File: config.mk
export PLATFORM = sky130hd
export DESIGN_NAME = dfsp_top
export DESIGN_NICKNAME = d
export VERILOG_FILES = /design/src/verilog/dfsp_pkg.sv /design/src/verilog/dfsp_thermal_if.sv /design/src/verilog/dfsp_top.sv /design/src/verilog/dfsp_thermal.sv
export VERILOG_INCLUDE_DIRS = /design/src /design/src/verilog
export SDC_FILE = /design/constraint.sdc
export NUM_CORES = 2
export LEC_CHECK = 0
export ABC_AREA = 1
export BUFFER_PORTS_ARGS = -buffer_cell sky130_fd_sc_hd__buf_2
export CAP_MARGIN = 20
export CELL_PAD_IN_SITES_DETAIL_PLACEMENT = 2
export CELL_PAD_IN_SITES_GLOBAL_PLACEMENT = 2
export CORE_MARGIN = 2
export CORE_UTILIZATION = 36
export DETAILED_ROUTE_END_ITERATION = 8
export PLACE_DENSITY_LB_ADDON = 0.2
export SLEW_MARGIN = 40
export SYNTH_ARGS = -nofsm -noshare
export SYNTH_HDL_FRONTEND = slang
export SYNTH_HIERARCHICAL = 1
export SYNTH_SLANG_ARGS = --single-unit
File: constraint.sdc
create_clock -name CLK -period 120.9 [get_ports CLK]
set_clock_uncertainty 0.15 [all_clocks]
set_input_delay 30.225 -clock CLK [delete_from_list [all_inputs] [get_ports CLK]]
set_output_delay 30.225 -clock CLK [all_outputs]
set_load 0.005 [all_outputs]
File: src/verilog/dfsp_map.svh
// Offsets-free constant map: thresholds, percentages and timing for drive protection
`ifndef DFSP_MAP_SVH
`define DFSP_MAP_SVH

`define DFSP_CLK_HZ 100000000
`define DFSP_PCT_FULL 8'd100
`define DFSP_GF_MIN_PCT 8'd30
`define DFSP_OC_TRIP_PCT 8'd165
`define DFSP_STALL_PCT 8'd150
`define DFSP_SETTING_MAX 7'd100
`define DFSP_IPF_MIN_MS 15
`define DFSP_IPF_MAX_MS 80
`define DFSP_BLINK_HALF_MS 250
`define DFSP_RAMP_TICK_CYC 1000
`define DFSP_DERATE_MIN_PCT 8'd50
`define DFSP_THERM_LEAK 8'd1
`define DFSP_THERM_TRIP_LEVEL 32'h05F5E100

`endif

File: src/verilog/dfsp_pkg.sv
// Types shared by the drive protection block
package dfsp_pkg;
  typedef enum logic [1:0] {
    STALL_NONE,
    STALL_ACCEL,
    STALL_DECEL,
    STALL_CONST
  } dfsp_stall_t;
endpackage : dfsp_pkg

File: src/verilog/dfsp_thermal_if.sv
// Link between the protection core and the electronic thermal relay
`timescale 1ns/1ps
`default_nettype none
interface dfsp_thermal_if #(parameter int W = 12, parameter int FW = 16);
  logic [W-1:0] current;
  logic [W-1:0] rated;
  logic [6:0] setting;
  logic [FW-1:0] freq;
  logic [FW-1:0] knee;
  logic trip;
  modport feed (output current, output rated, output setting, output freq, output knee,
    input trip);
  modport relay (input current, input rated, input setting, input freq, input knee,
    output trip);
endinterface : dfsp_thermal_if
`default_nettype wire

File: src/verilog/dfsp_top.sv
// Drive protection core: trips, fault lamps and stall-prevention frequency ramp
//
// Overview of operation
// Earth leak trips when one bus current sensor reads half or less of the other.
// Earth leak detection is off while the larger current is under 30 % of rated.
// Any active stall-prevention action makes the shared overload lamp blink.
// Current above 165 % of rated latches the overcurrent trip and lights its lamp.
// Bus voltage above the overvoltage threshold latches the overvoltage trip and lamp.
// A supply dropout longer than 15 ms and shorter than 80 ms lights the dropout lamp.
// A thermal overload trip lights the overcurrent and overvoltage lamps together.
// One lamp serves overload and overcurrent: steady for the trip, blinking for stall.
// In acceleration above 150 % current the ramp stops rising and falls at decel slope.
// When current drops to 150 % or below the ramp rises again at the accel slope.
// In deceleration with bus voltage over the stall level the frequency is held.
// At constant speed above 150 % current the frequency falls at decel slope.
// Motor current is checked against a thermal limit reduced at low speed.
// The thermal limit is rated current scaled by the percent setting.
// The largest setting equals 100 %, the rated current.
// Stall request and separate fault signals go out to the frequency controller.
// Trips stay latched until reset and the overload blink has a fixed period.
`timescale 1ns/1ps
`default_nettype none
`include "dfsp_map.svh"
module dfsp_top #(
  parameter int W = 12,
  parameter int FW = 16,
  parameter int IPF_MIN_CYC = `DFSP_IPF_MIN_MS * (`DFSP_CLK_HZ / 1000),
  parameter int IPF_MAX_CYC = `DFSP_IPF_MAX_MS * (`DFSP_CLK_HZ / 1000),
  parameter int BLINK_HALF_CYC = `DFSP_BLINK_HALF_MS * (`DFSP_CLK_HZ / 1000),
  parameter int RAMP_TICK_CYC = `DFSP_RAMP_TICK_CYC,
  parameter logic [31:0] THERM_TRIP_LEVEL = `DFSP_THERM_TRIP_LEVEL
) (
  input wire logic CLK,
  input wire logic RESET,
  input wire logic [W-1:0] BUS_CURRENT_SENSOR_A,
  input wire logic [W-1:0] BUS_CURRENT_SENSOR_B,
  input wire logic [W-1:0] RATED_CURRENT,
  input wire logic [W-1:0] BUS_VOLTAGE,
  input wire logic [W-1:0] OV_THRESHOLD,
  input wire logic [W-1:0] STALL_VOLT_LEVEL,
  input wire logic SUPPLY_LOST,
  input wire logic [6:0] THERMAL_LIMIT_SETTING,
  input wire logic [FW-1:0] THERMAL_KNEE_FREQ,
  input wire logic [FW-1:0] FREQ_TARGET,
  input wire logic [FW-1:0] ACCEL_STEP,
  input wire logic [FW-1:0] DECEL_STEP,
  output logic [FW-1:0] OUT_FREQ,
  output logic STALL_REQ,
  output dfsp_pkg::dfsp_stall_t STALL_STATE,
  output logic EARTH_LEAK_TRIP,
  output logic OVERLOAD_STALL_FLAG,
  output logic OVERCURRENT_TRIP,
  output logic OVERVOLTAGE_TRIP,
  output logic POWER_DROPOUT_FLAG,
  output logic THERMAL_TRIP,
  output logic LAMP_EARTH_LEAK,
  output logic LAMP_OVERLOAD_OC,
  output logic LAMP_OVERVOLTAGE,
  output logic LAMP_POWER_DROPOUT
);
  import dfsp_pkg::*;

  function automatic logic [W:0] pct_of(input logic [W-1:0] val, input logic [7:0] p);
    logic [W+7:0] prod;
    // Widen before multiplying so the product cannot wrap at the reading width
    prod = ({8'h00, val} * {{W{1'b0}}, p}) / (W+8)'(`DFSP_PCT_FULL);
    return prod[W:0];
  endfunction : pct_of

  logic [W-1:0] i_max;
  logic [W-1:0] i_min;
  logic over_stall_i;
  logic lost_meta;
  logic lost_sync;
  logic lost_prev;
  logic [31:0] lost_cnt;
  logic [31:0] blink_cnt;
  logic blink_phase;
  logic [31:0] tick_cnt;
  logic tick;
  logic any_trip;
  logic accelerating;
  logic decelerating;
  dfsp_stall_t stall;
  logic [FW:0] freq_up;
  logic [FW-1:0] freq_down;

  dfsp_thermal_if #(.W(W), .FW(FW)) th_link ();

  assign i_max = (BUS_CURRENT_SENSOR_A >= BUS_CURRENT_SENSOR_B) ? BUS_CURRENT_SENSOR_A
               : BUS_CURRENT_SENSOR_B;
  assign i_min = (BUS_CURRENT_SENSOR_A >= BUS_CURRENT_SENSOR_B) ? BUS_CURRENT_SENSOR_B
               : BUS_CURRENT_SENSOR_A;
  assign over_stall_i = {1'b0, i_max} > pct_of(RATED_CURRENT, `DFSP_STALL_PCT);
  assign any_trip = EARTH_LEAK_TRIP | OVERCURRENT_TRIP | OVERVOLTAGE_TRIP | THERMAL_TRIP;

  assign th_link.current = i_max;
  assign th_link.rated = RATED_CURRENT;
  assign th_link.setting = THERMAL_LIMIT_SETTING;
  assign th_link.freq = OUT_FREQ;
  assign th_link.knee = THERMAL_KNEE_FREQ;

  dfsp_thermal #(.W(W), .FW(FW), .TRIP_LEVEL(THERM_TRIP_LEVEL)) u_thermal (
    .clk(CLK),
    .reset(RESET),
    .th(th_link.relay)
  );

  assign THERMAL_TRIP = th_link.trip;

  // Trip latches hold until reset
  always_ff @(posedge CLK) begin
    if (RESET) begin
      EARTH_LEAK_TRIP <= 1'b0;
    end else if ({1'b0, i_max} >= pct_of(RATED_CURRENT, `DFSP_GF_MIN_PCT)
                 && {1'b0, i_min, 1'b0} <= {1'b0, 1'b0, i_max}) begin
      EARTH_LEAK_TRIP <= 1'b1;
    end
  end

  always_ff @(posedge CLK) begin
    if (RESET) begin
      OVERCURRENT_TRIP <= 1'b0;
    end else if ({1'b0, i_max} > pct_of(RATED_CURRENT, `DFSP_OC_TRIP_PCT)) begin
      OVERCURRENT_TRIP <= 1'b1;
    end
  end

  always_ff @(posedge CLK) begin
    if (RESET) begin
      OVERVOLTAGE_TRIP <= 1'b0;
    end else if (BUS_VOLTAGE > OV_THRESHOLD) begin
      OVERVOLTAGE_TRIP <= 1'b1;
    end
  end

  // Dropout pin is asynchronous to the core
  always_ff @(posedge CLK) begin
    if (RESET) begin
      lost_meta <= 1'b0;
      lost_sync <= 1'b0;
      lost_prev <= 1'b0;
    end else begin
      lost_meta <= SUPPLY_LOST;
      lost_sync <= lost_meta;
      lost_prev <= lost_sync;
    end
  end

  // Counter saturates at the upper bound so very long outages never qualify
  always_ff @(posedge CLK) begin
    if (RESET) begin
      lost_cnt <= '0;
    end else if (!lost_sync) begin
      lost_cnt <= '0;
    end else if (lost_cnt < 32'(IPF_MAX_CYC)) begin
      lost_cnt <= lost_cnt + 32'h00000001;
    end
  end

  // Judged when the supply returns, since the length is known only then
  always_ff @(posedge CLK) begin
    if (RESET) begin
      POWER_DROPOUT_FLAG <= 1'b0;
    end else if (lost_prev && !lost_sync && lost_cnt > 32'(IPF_MIN_CYC)
                 && lost_cnt < 32'(IPF_MAX_CYC)) begin
      POWER_DROPOUT_FLAG <= 1'b1;
    end
  end

  always_ff @(posedge CLK) begin
    if (RESET) begin
      blink_cnt <= '0;
      blink_phase <= 1'b0;
    end else if (blink_cnt >= 32'(BLINK_HALF_CYC - 1)) begin
      blink_cnt <= '0;
      blink_phase <= ~blink_phase;
    end else begin
      blink_cnt <= blink_cnt + 32'h00000001;
    end
  end

  always_ff @(posedge CLK) begin
    if (RESET) begin
      tick_cnt <= '0;
      tick <= 1'b0;
    end else if (tick_cnt >= 32'(RAMP_TICK_CYC - 1)) begin
      tick_cnt <= '0;
      tick <= 1'b1;
    end else begin
      tick_cnt <= tick_cnt + 32'h00000001;
      tick <= 1'b0;
    end
  end

  assign accelerating = OUT_FREQ < FREQ_TARGET;
  assign decelerating = OUT_FREQ > FREQ_TARGET;

  always_ff @(posedge CLK) begin
    if (RESET || any_trip) begin
      stall <= STALL_NONE;
    end else begin
      unique case (stall)
        STALL_NONE: begin
          if (accelerating && over_stall_i) begin
            stall <= STALL_ACCEL;
          end else if (decelerating && BUS_VOLTAGE > STALL_VOLT_LEVEL) begin
            stall <= STALL_DECEL;
          end else if (!accelerating && !decelerating && over_stall_i) begin
            stall <= STALL_CONST;
          end
        end
        STALL_ACCEL: begin
          if (!over_stall_i) begin
            stall <= STALL_NONE;
          end
        end
        STALL_DECEL: begin
          if (BUS_VOLTAGE <= STALL_VOLT_LEVEL) begin
            stall <= STALL_NONE;
          end
        end
        STALL_CONST: begin
          if (!over_stall_i) begin
            stall <= STALL_NONE;
          end
        end
      endcase
    end
  end

  assign freq_up = {1'b0, OUT_FREQ} + {1'b0, ACCEL_STEP};
  assign freq_down = (OUT_FREQ > DECEL_STEP) ? OUT_FREQ - DECEL_STEP : '0;

  // A tripped drive has its output removed
  always_ff @(posedge CLK) begin
    if (RESET || any_trip) begin
      OUT_FREQ <= '0;
    end else if (tick) begin
      unique case (stall)
        STALL_ACCEL, STALL_CONST: begin
          OUT_FREQ <= freq_down;
        end
        STALL_DECEL: begin
          OUT_FREQ <= OUT_FREQ;
        end
        STALL_NONE: begin
          if (accelerating) begin
            OUT_FREQ <= (freq_up > {1'b0, FREQ_TARGET}) ? FREQ_TARGET
                      : freq_up[FW-1:0];
          end else if (decelerating) begin
            OUT_FREQ <= (freq_down < FREQ_TARGET) ? FREQ_TARGET : freq_down;
          end
        end
      endcase
    end
  end

  assign STALL_STATE = stall;
  assign STALL_REQ = stall != STALL_NONE;
  assign OVERLOAD_STALL_FLAG = STALL_REQ;
  assign LAMP_EARTH_LEAK = EARTH_LEAK_TRIP;
  // Steady trip outranks blink on the shared lamp
  assign LAMP_OVERLOAD_OC = OVERCURRENT_TRIP | THERMAL_TRIP
                          | (STALL_REQ & blink_phase);
  assign LAMP_OVERVOLTAGE = OVERVOLTAGE_TRIP | THERMAL_TRIP;
  assign LAMP_POWER_DROPOUT = POWER_DROPOUT_FLAG;
endmodule : dfsp_top
`default_nettype wire

File: src/verilog/dfsp_thermal.sv
// Electronic thermal relay: speed-derated current limit and heat accumulator
`timescale 1ns/1ps
`default_nettype none
`include "dfsp_map.svh"
module dfsp_thermal #(
  parameter int W = 12,
  parameter int FW = 16,
  parameter int ACC_W = 32,
  parameter logic [31:0] TRIP_LEVEL = `DFSP_THERM_TRIP_LEVEL
) (
  input wire logic clk,
  input wire logic reset,
  dfsp_thermal_if.relay th
);
  import dfsp_pkg::*;

  logic [6:0] setting_clamped;
  logic [W+7:0] base_limit;
  logic [7:0] derate_pct;
  logic [W+15:0] limit_wide;
  logic [W:0] limit;
  logic [ACC_W-1:0] heat;
  logic trip;

  // Full-scale position and 100 % are the same point
  assign setting_clamped = (th.setting > `DFSP_SETTING_MAX) ? `DFSP_SETTING_MAX
                         : th.setting;
  // Operands widened first so the product cannot wrap at the reading width
  assign base_limit = ({8'h00, th.rated} * {{(W+1){1'b0}}, setting_clamped})
                    / (W+8)'(`DFSP_PCT_FULL);

  // Linear derating below the knee; fan cooling drops with speed
  always_comb begin
    logic [FW+7:0] span;
    span = '0;
    if (th.freq >= th.knee || th.knee == '0) begin
      derate_pct = `DFSP_PCT_FULL;
    end else begin
      span = ((FW+8)'(`DFSP_PCT_FULL - `DFSP_DERATE_MIN_PCT) * {8'h00, th.freq})
             / {8'h00, th.knee};
      derate_pct = `DFSP_DERATE_MIN_PCT + span[7:0];
    end
  end

  assign limit_wide = ({8'h00, base_limit} * {{(W+8){1'b0}}, derate_pct})
                    / (W+16)'(`DFSP_PCT_FULL);
  assign limit = limit_wide[W:0];

  always_ff @(posedge clk) begin
    if (reset) begin
      heat <= '0;
    end else if ({1'b0, th.current} > limit) begin
      // Saturate rather than wrap so a long overload cannot look cool
      if (heat > ~ACC_W'({1'b0, th.current} - limit)) begin
        heat <= '1;
      end else begin
        heat <= heat + ACC_W'({1'b0, th.current} - limit);
      end
    end else if (heat > ACC_W'(`DFSP_THERM_LEAK)) begin
      heat <= heat - ACC_W'(`DFSP_THERM_LEAK);
    end else begin
      heat <= '0;
    end
  end

  always_ff @(posedge clk) begin
    if (reset) begin
      trip <= 1'b0;
    end else if (32'(heat) >= TRIP_LEVEL) begin
      trip <= 1'b1;
    end
  end

  assign th.trip = trip;
endmodule : dfsp_thermal
`default_nettype wire

Word level (Yosys, flattened, before mapping). Cells that the tools add are included.

Output and inout bits: 29. Bits in registers: 156. Input bits: 146. Logic and storage cells: 120.

Div/mod/pow operators: 6. Reductions and logical operators: 22. $lt $le $gt $ge: 23. Muxes and demuxes: 20. Eq/ne operators: 7. Multiply operators: 6. $add $sub $neg: 9. Bitwise operators: 11.

Operators with widths (count): 32-bit by 1-bit adder with 32-bit output, second input constant (3); 32-bit 2-to-1 mux (3); 16-bit 2-to-1 mux (5); 20-bit by 7-bit divider with 20-bit output, second input constant (2); 12-bit by 13-bit > comparator with 1-bit output (3); 32-bit adder (1); 32-bit by 10-bit greater-or-equal comparator with 1-bit output, second input constant (1); 32-bit by 25-bit greater-or-equal comparator with 1-bit output, second input constant (1); 32-bit by 27-bit greater-or-equal comparator with 1-bit output, second input constant (1); 16-bit > comparator (2); 32-bit by 1-bit > comparator with 1-bit output, second input constant (1); 32-bit by 21-bit > comparator with 1-bit output, second input constant (1); 32-bit > comparator (1); 16-bit less-than comparator (2); 32-bit by 23-bit less-than comparator with 1-bit output, second input constant (1); 32-bit inverter (1); 16-bit one-hot mux with 2 select lines (1); 32-bit by 1-bit subtractor with 32-bit output, second input constant (1); 28-bit by 7-bit divider with 28-bit output, second input constant (1); 20-bit by 8-bit multiplier with 28-bit output (1); 22-bit by 16-bit divider with 24-bit output (1); 12-bit > comparator (2); 12-bit 2-to-1 mux (2); 5-bit by 16-bit multiplier with 21-bit output, first input constant (1); other kinds (38) (65).

Logic depth before layout (Yosys ltp).
Depth after elaboration: 11. Gate-level depth with buffers: 618. Gate-level depth less buffers: 596.

By module. The synthesis kept the hierarchy.

Modules (own cells, without submodules): dfsp_thermal (sequential area each 660.6 um2, cells each 4693, area an instance 28890.2 um2, instances 1); dfsp_top (sequential area each 2462.4 um2, cells each 3114, area an instance 20480.9 um2, instances 1).

Worst setup path before layout. Ideal clock, no wire load.

Kind: input to register. Start point: in THERMAL_KNEE_FREQ[14]. End point: reg u_thermal.heat[30]. Arrival: 103.997 ns. Required time: 120.664 ns. Path slack: 16.667 ns. Stages on the path: 575. Cells stage by stage: nor2_1 inv_1 nor2_1 inv_1 nor2_1 inv_1 nor2_1 inv_1 nor3_1 inv_1 nor2_1 nand3_1 o21ai_0 inv_1 nor2_1 ha_1 nand4_1 nor4_1 [... 539 more ...] nand2_1 inv_1 o21ai_0 ha_1 nand2_1 nor4_1 inv_1 o21a_1 o21ai_0 a31oi_1 o21ai_0 a21oi_1 inv_1 a21oi_1 o21ai_0 xor2_1 nor2_1 a211oi_1.

Longest elaborated chain between the ends: 10. Elaborated cells between the ends (all ways): 15. Those cells by class: 3 x add/sub; 1 x mul; 2 x div; 3 x order compare; 3 x mux; 1 x bitwise; 2 x reduce/logical.

Ends and longest elaborated chain: start, declared (RTL line dfsp_top.sv:43) `input wire logic [FW-1:0] THERMAL_KNEE_FREQ,`; 22-bit by 16-bit divider with 24-bit output (tied with other cells) (RTL line dfsp_thermal.sv:39) `` span = ((FW+8)'(`DFSP_PCT_FULL - `DFSP_DERATE_MIN_PCT) * {8'h00, th.freq}) ``; 6-bit by 8-bit adder with 8-bit output (no line) / 1-bit logical OR (equally long branches); 8-bit 2-to-1 mux (*) (RTL line dfsp_thermal.sv:36) `if (th.freq >= th.knee || th.knee == '0) begin`; 20-bit by 8-bit multiplier with 28-bit output (*) (RTL line dfsp_thermal.sv:45) `assign limit_wide = ({8'h00, base_limit} * {{(W+8){1'b0}}, derate_pct})`; 28-bit by 7-bit divider with 28-bit output (*) (RTL line dfsp_thermal.sv:45); 12-bit by 13-bit subtractor with 14-bit output (RTL line dfsp_thermal.sv:54, dfsp_thermal.sv:57); 32-bit inverter (RTL line dfsp_thermal.sv:54) `if (heat > ~ACC_W'({1'b0, th.current} - limit)) begin`; 32-bit > comparator (RTL line dfsp_thermal.sv:54); 32-bit 2-to-1 mux (RTL line dfsp_thermal.sv:54); 32-bit 2-to-1 mux (*) (RTL line dfsp_thermal.sv:52) `end else if ({1'b0, th.current} > limit) begin`; end signal, assigned (RTL line dfsp_thermal.sv:57) `heat <= heat + ACC_W'({1'b0, th.current} - limit);`; end signal, assigned (RTL line dfsp_thermal.sv:60) `` heat <= heat - ACC_W'(`DFSP_THERM_LEAK); ``; end, declared (RTL line dfsp_thermal.sv:22) `logic [ACC_W-1:0] heat;`.

Mark *: on every way between the ends. The rest lies on a longest branch, timed or not. A chain may end at the register's enable or synchronous reset.

Worst setup path in the final report.
Start point: in THERMAL_KNEE_FREQ[15]. End point: reg u_thermal.heat[31].

The elaborated chain is that of the path after synthesis.

==> results.tsv <==
metric	value	unit
status	finished clean	
die_x	374	um
max_slew.worst_pin.slew	0.858	ns
max-slew-margin-rel	42.6	%
cts_buffers	17	
hold_viol	0	
drt-total-wl	183000	um
synth_top_area_share	18.7	%
n_fill_cell	17100	
gr-usage-all-layers	25.3	%
cp_slowest_stage_delay	0.57	ns
port_buffers	174	
worstHoldStart	lost_meta$_SDFF_PP0_	
crit_type	in2reg	
hold_ws	0.273	ns
end_kind	flop	
multi_input_area	40900	um2
clockBufferDepth	2	
crit_top_cell	nand2_1	
place_area	52500	um2
route.vias.total	52100	
final_max_slew_viol_count	0	
reg2reg_to	u_thermal/heat[31]$_SDFF_PP0_	
antenna_found_initial	0	
htreeDepth	4	
path_max_fanout	36	
worstSkewPairLatency	0.44	ns
holdPathStages	2	
cts.reportedPaths.clkPinSlew	0.07	ns
slowest_stage	fa_1	
hold_buffers	0	
ios	175	
nets	9093	
hold-path-endpoint	lost_sync$_SDFF_PP0_	
r2r_slack	35.00	ns
setup_viol	0	
synth_top_cell_by_area	ha_1	
cts.sinks	156	
ys_warn_count	6	
ys_ff_latch	156	
diodes	0	
grt_pass1_vias	56800	
die_y	374	um
r2r-start	OUT_FREQ[3]$_SDFFE_PP0P_	
synth_edf_count	0	
synth.cell_area	49400	um2
firstDrtPassIters	5	
drt-initial-drc-count	1913	
grt_max_degree	43	
root_buffer	clkbuf_16	
crit_required	121.11	ns
seq_area_frac_synth	6.33	%
critPathArrivalTime	113.06	ns
drv_cap	0	
drtAntennaViolNets	0	
grt_pass1_wl	298000	um
startpoint_type	input port	
ys_top_cells_by_area	ha_1 (19%), nand2_1 (14%), inv_1 (9.8%)	
wl_per_cell	18.6	um
synth_cell_types	90	
area_growth	8.70	%
via_per_inst	5.30	
fp-row-count	135	
seq_area	3120	um2
hp-class	reg2reg	
postSynth.asyncResetShare	0	%
fin_area	53700	um2
synth_ff_type	dfxtp_1	
reg2reg_depth	577	
core	136000	um2
cts_tree	done	
drc	0	
grt_overflow	0	
layout_setup_ws	8.05	ns
max_freq	0.00886	GHz
pre_cts_slack	1.21	ns
final.min_clock_period	112.85	ns
die_area	140000	um2
drive_above_1_share	11.8	%
avgSynthCellArea	6.32	um2
start_util	36.4	%
synthCells	7807	
min_period_over_period	93.3	%
dp_hpwl	152000	um
gp_congestion	0.886	
## layer usage
layer	track usage [%]	vias to the layer above	wire length [um]
li1	-	25700	-
met1	33.3	25800	86800
met2	46.7	465	91000
met3	0.795	148	2430
met4	3.52	0	2570
met5	0	-	0
## cells in the final DEF (no fill, tap or decap), drive strengths merged, types with 23 or more instances in the layout
master and n:
nor3 83, o21a 23, nor2 646, nand3 471, dfxtp 156, fa 180
a21o 59, buf 252, conb 31, clkinv 31, o21ai 449, inv 1373
a21oi 487, xor2 272, a211oi 29, o211ai 30, ha 739, o31ai 23
nor4 25, nand2 2110, xnor2 124, or2 42, o21bai 57, a31oi 27
nand4 170
## timing repair
action | in CTS | in global routing
setup endpoints to repair | 0 | 32
setup buffers | 0 | 38
gates resized for setup | 0 | 70
endpoints found under the hold margin | 0 | 0
## cell usage after synthesis, drive strengths merged (4+ instances only)
cell,number
nand4,170
xnor2,124
nor3b,11
dfxtp,156
a2111oi,6
buf,27
nor4,25
clkbuf,58
nor2,646
nand2,2109
o21a,23
inv,1367
o21bai,57
or2,42
a21boi,15
o31ai,23
a211oi,29
o211ai,30
o21ai,449
nand3,471
and2,11
nor3,83
ha,739
xor2,272
a221oi,4
nand3b,18
clkinv,33
a31oi,27
o22ai,6
a21oi,486
o2111ai,6
o221ai,16
fa,180
a21o,59
## logic make-up after synthesis
kind of cell | count (synthesis) | synth area share (%)
multiplexers | 2 | 0.0406
buffers and inverters | 1486 | 11.5
other | 2 | 0.0152
AO/OA/AOI/OAI | 1251 | 14.8
flip-flops | 156 | 6.33
AND/OR/NAND/NOR | 3595 | 34.2
adder cells (fa/ha/maj) | 919 | 26.0
XOR/XNOR | 396 | 7.09
## worst max-delay path, delay by kind of cell
kind | cells | cell delay, ns
simple gates | 213 | 23.96
buf+inv | 119 | 11.13
fa+ha+maj | 29 | 9.75
xor+xnor | 4 | 1.12
compound gates | 201 | 36.65
## stage by stage
| stage | utilization, % | std cells | TNS [ns] |
|---|---|---|---|
| 3_5_place_dp | 38.7 | 9745 | 0 |
| 3_3_place_gp | 38.6 | 9745 | 0 |
| 2_1_floorplan | - | 7836 | 0 |
| 4_1_cts | 39.1 | 9777 | 0 |
| 5_1_grt | 39.5 | 9822 | -10.26 |
| 6_report | 39.5 | 9822 | 0 |
## area by class of cell
cell class / instances / share of cell area [%]
multi-input cells: 6196 / 76.3
inverters: 1400 / 9.90
repair buffers: 252 / 2.75
clock inverters: 14 / 0.245
clock buffers: 18 / 0.800
repair inverters: 5 / 0.0466
flip-flops and latches: 156 / 5.82
well taps: 1781 / 4.15
## flip-flops by register name, indices dropped and copies added, names as in the netlist
signal              cells
OUT_FREQ               16
u_thermal/heat         32
LAMP_POWER_DROPOUT      1
STALL_STATE             2
lost_sync               1
tick                    1
blink_phase             1
OVERVOLTAGE_TRIP        1
OVERCURRENT_TRIP        1
lost_prev               1
blink_cnt              32
u_thermal/th.trip       1
lost_cnt               32
tick_cnt               32
lost_meta               1
EARTH_LEAK_TRIP         1
## how the worst max path moves through the flow
stage                          startpoint                             to  slack [ns]  depth (start not counted)
finish              THERMAL_KNEE_FREQ[15]  u_thermal/heat[31]$_SDFF_PP0_        8.05                        566
global route        THERMAL_KNEE_FREQ[15]  u_thermal/heat[29]$_SDFF_PP0_       -0.76                        575
CTS                 THERMAL_KNEE_FREQ[15]  u_thermal/heat[31]$_SDFF_PP0_        1.34                        549
detailed placement  THERMAL_KNEE_FREQ[15]  u_thermal/heat[31]$_SDFF_PP0_        1.21                        549
global placement    THERMAL_KNEE_FREQ[15]  u_thermal/heat[31]$_SDFF_PP0_        7.47                        541
floorplan           THERMAL_KNEE_FREQ[14]  u_thermal/heat[30]$_SDFF_PP0_       16.67                        575
Power is not shown: default switching activity piles up to over one toggle a cycle in this logic, so the estimate is an artifact.
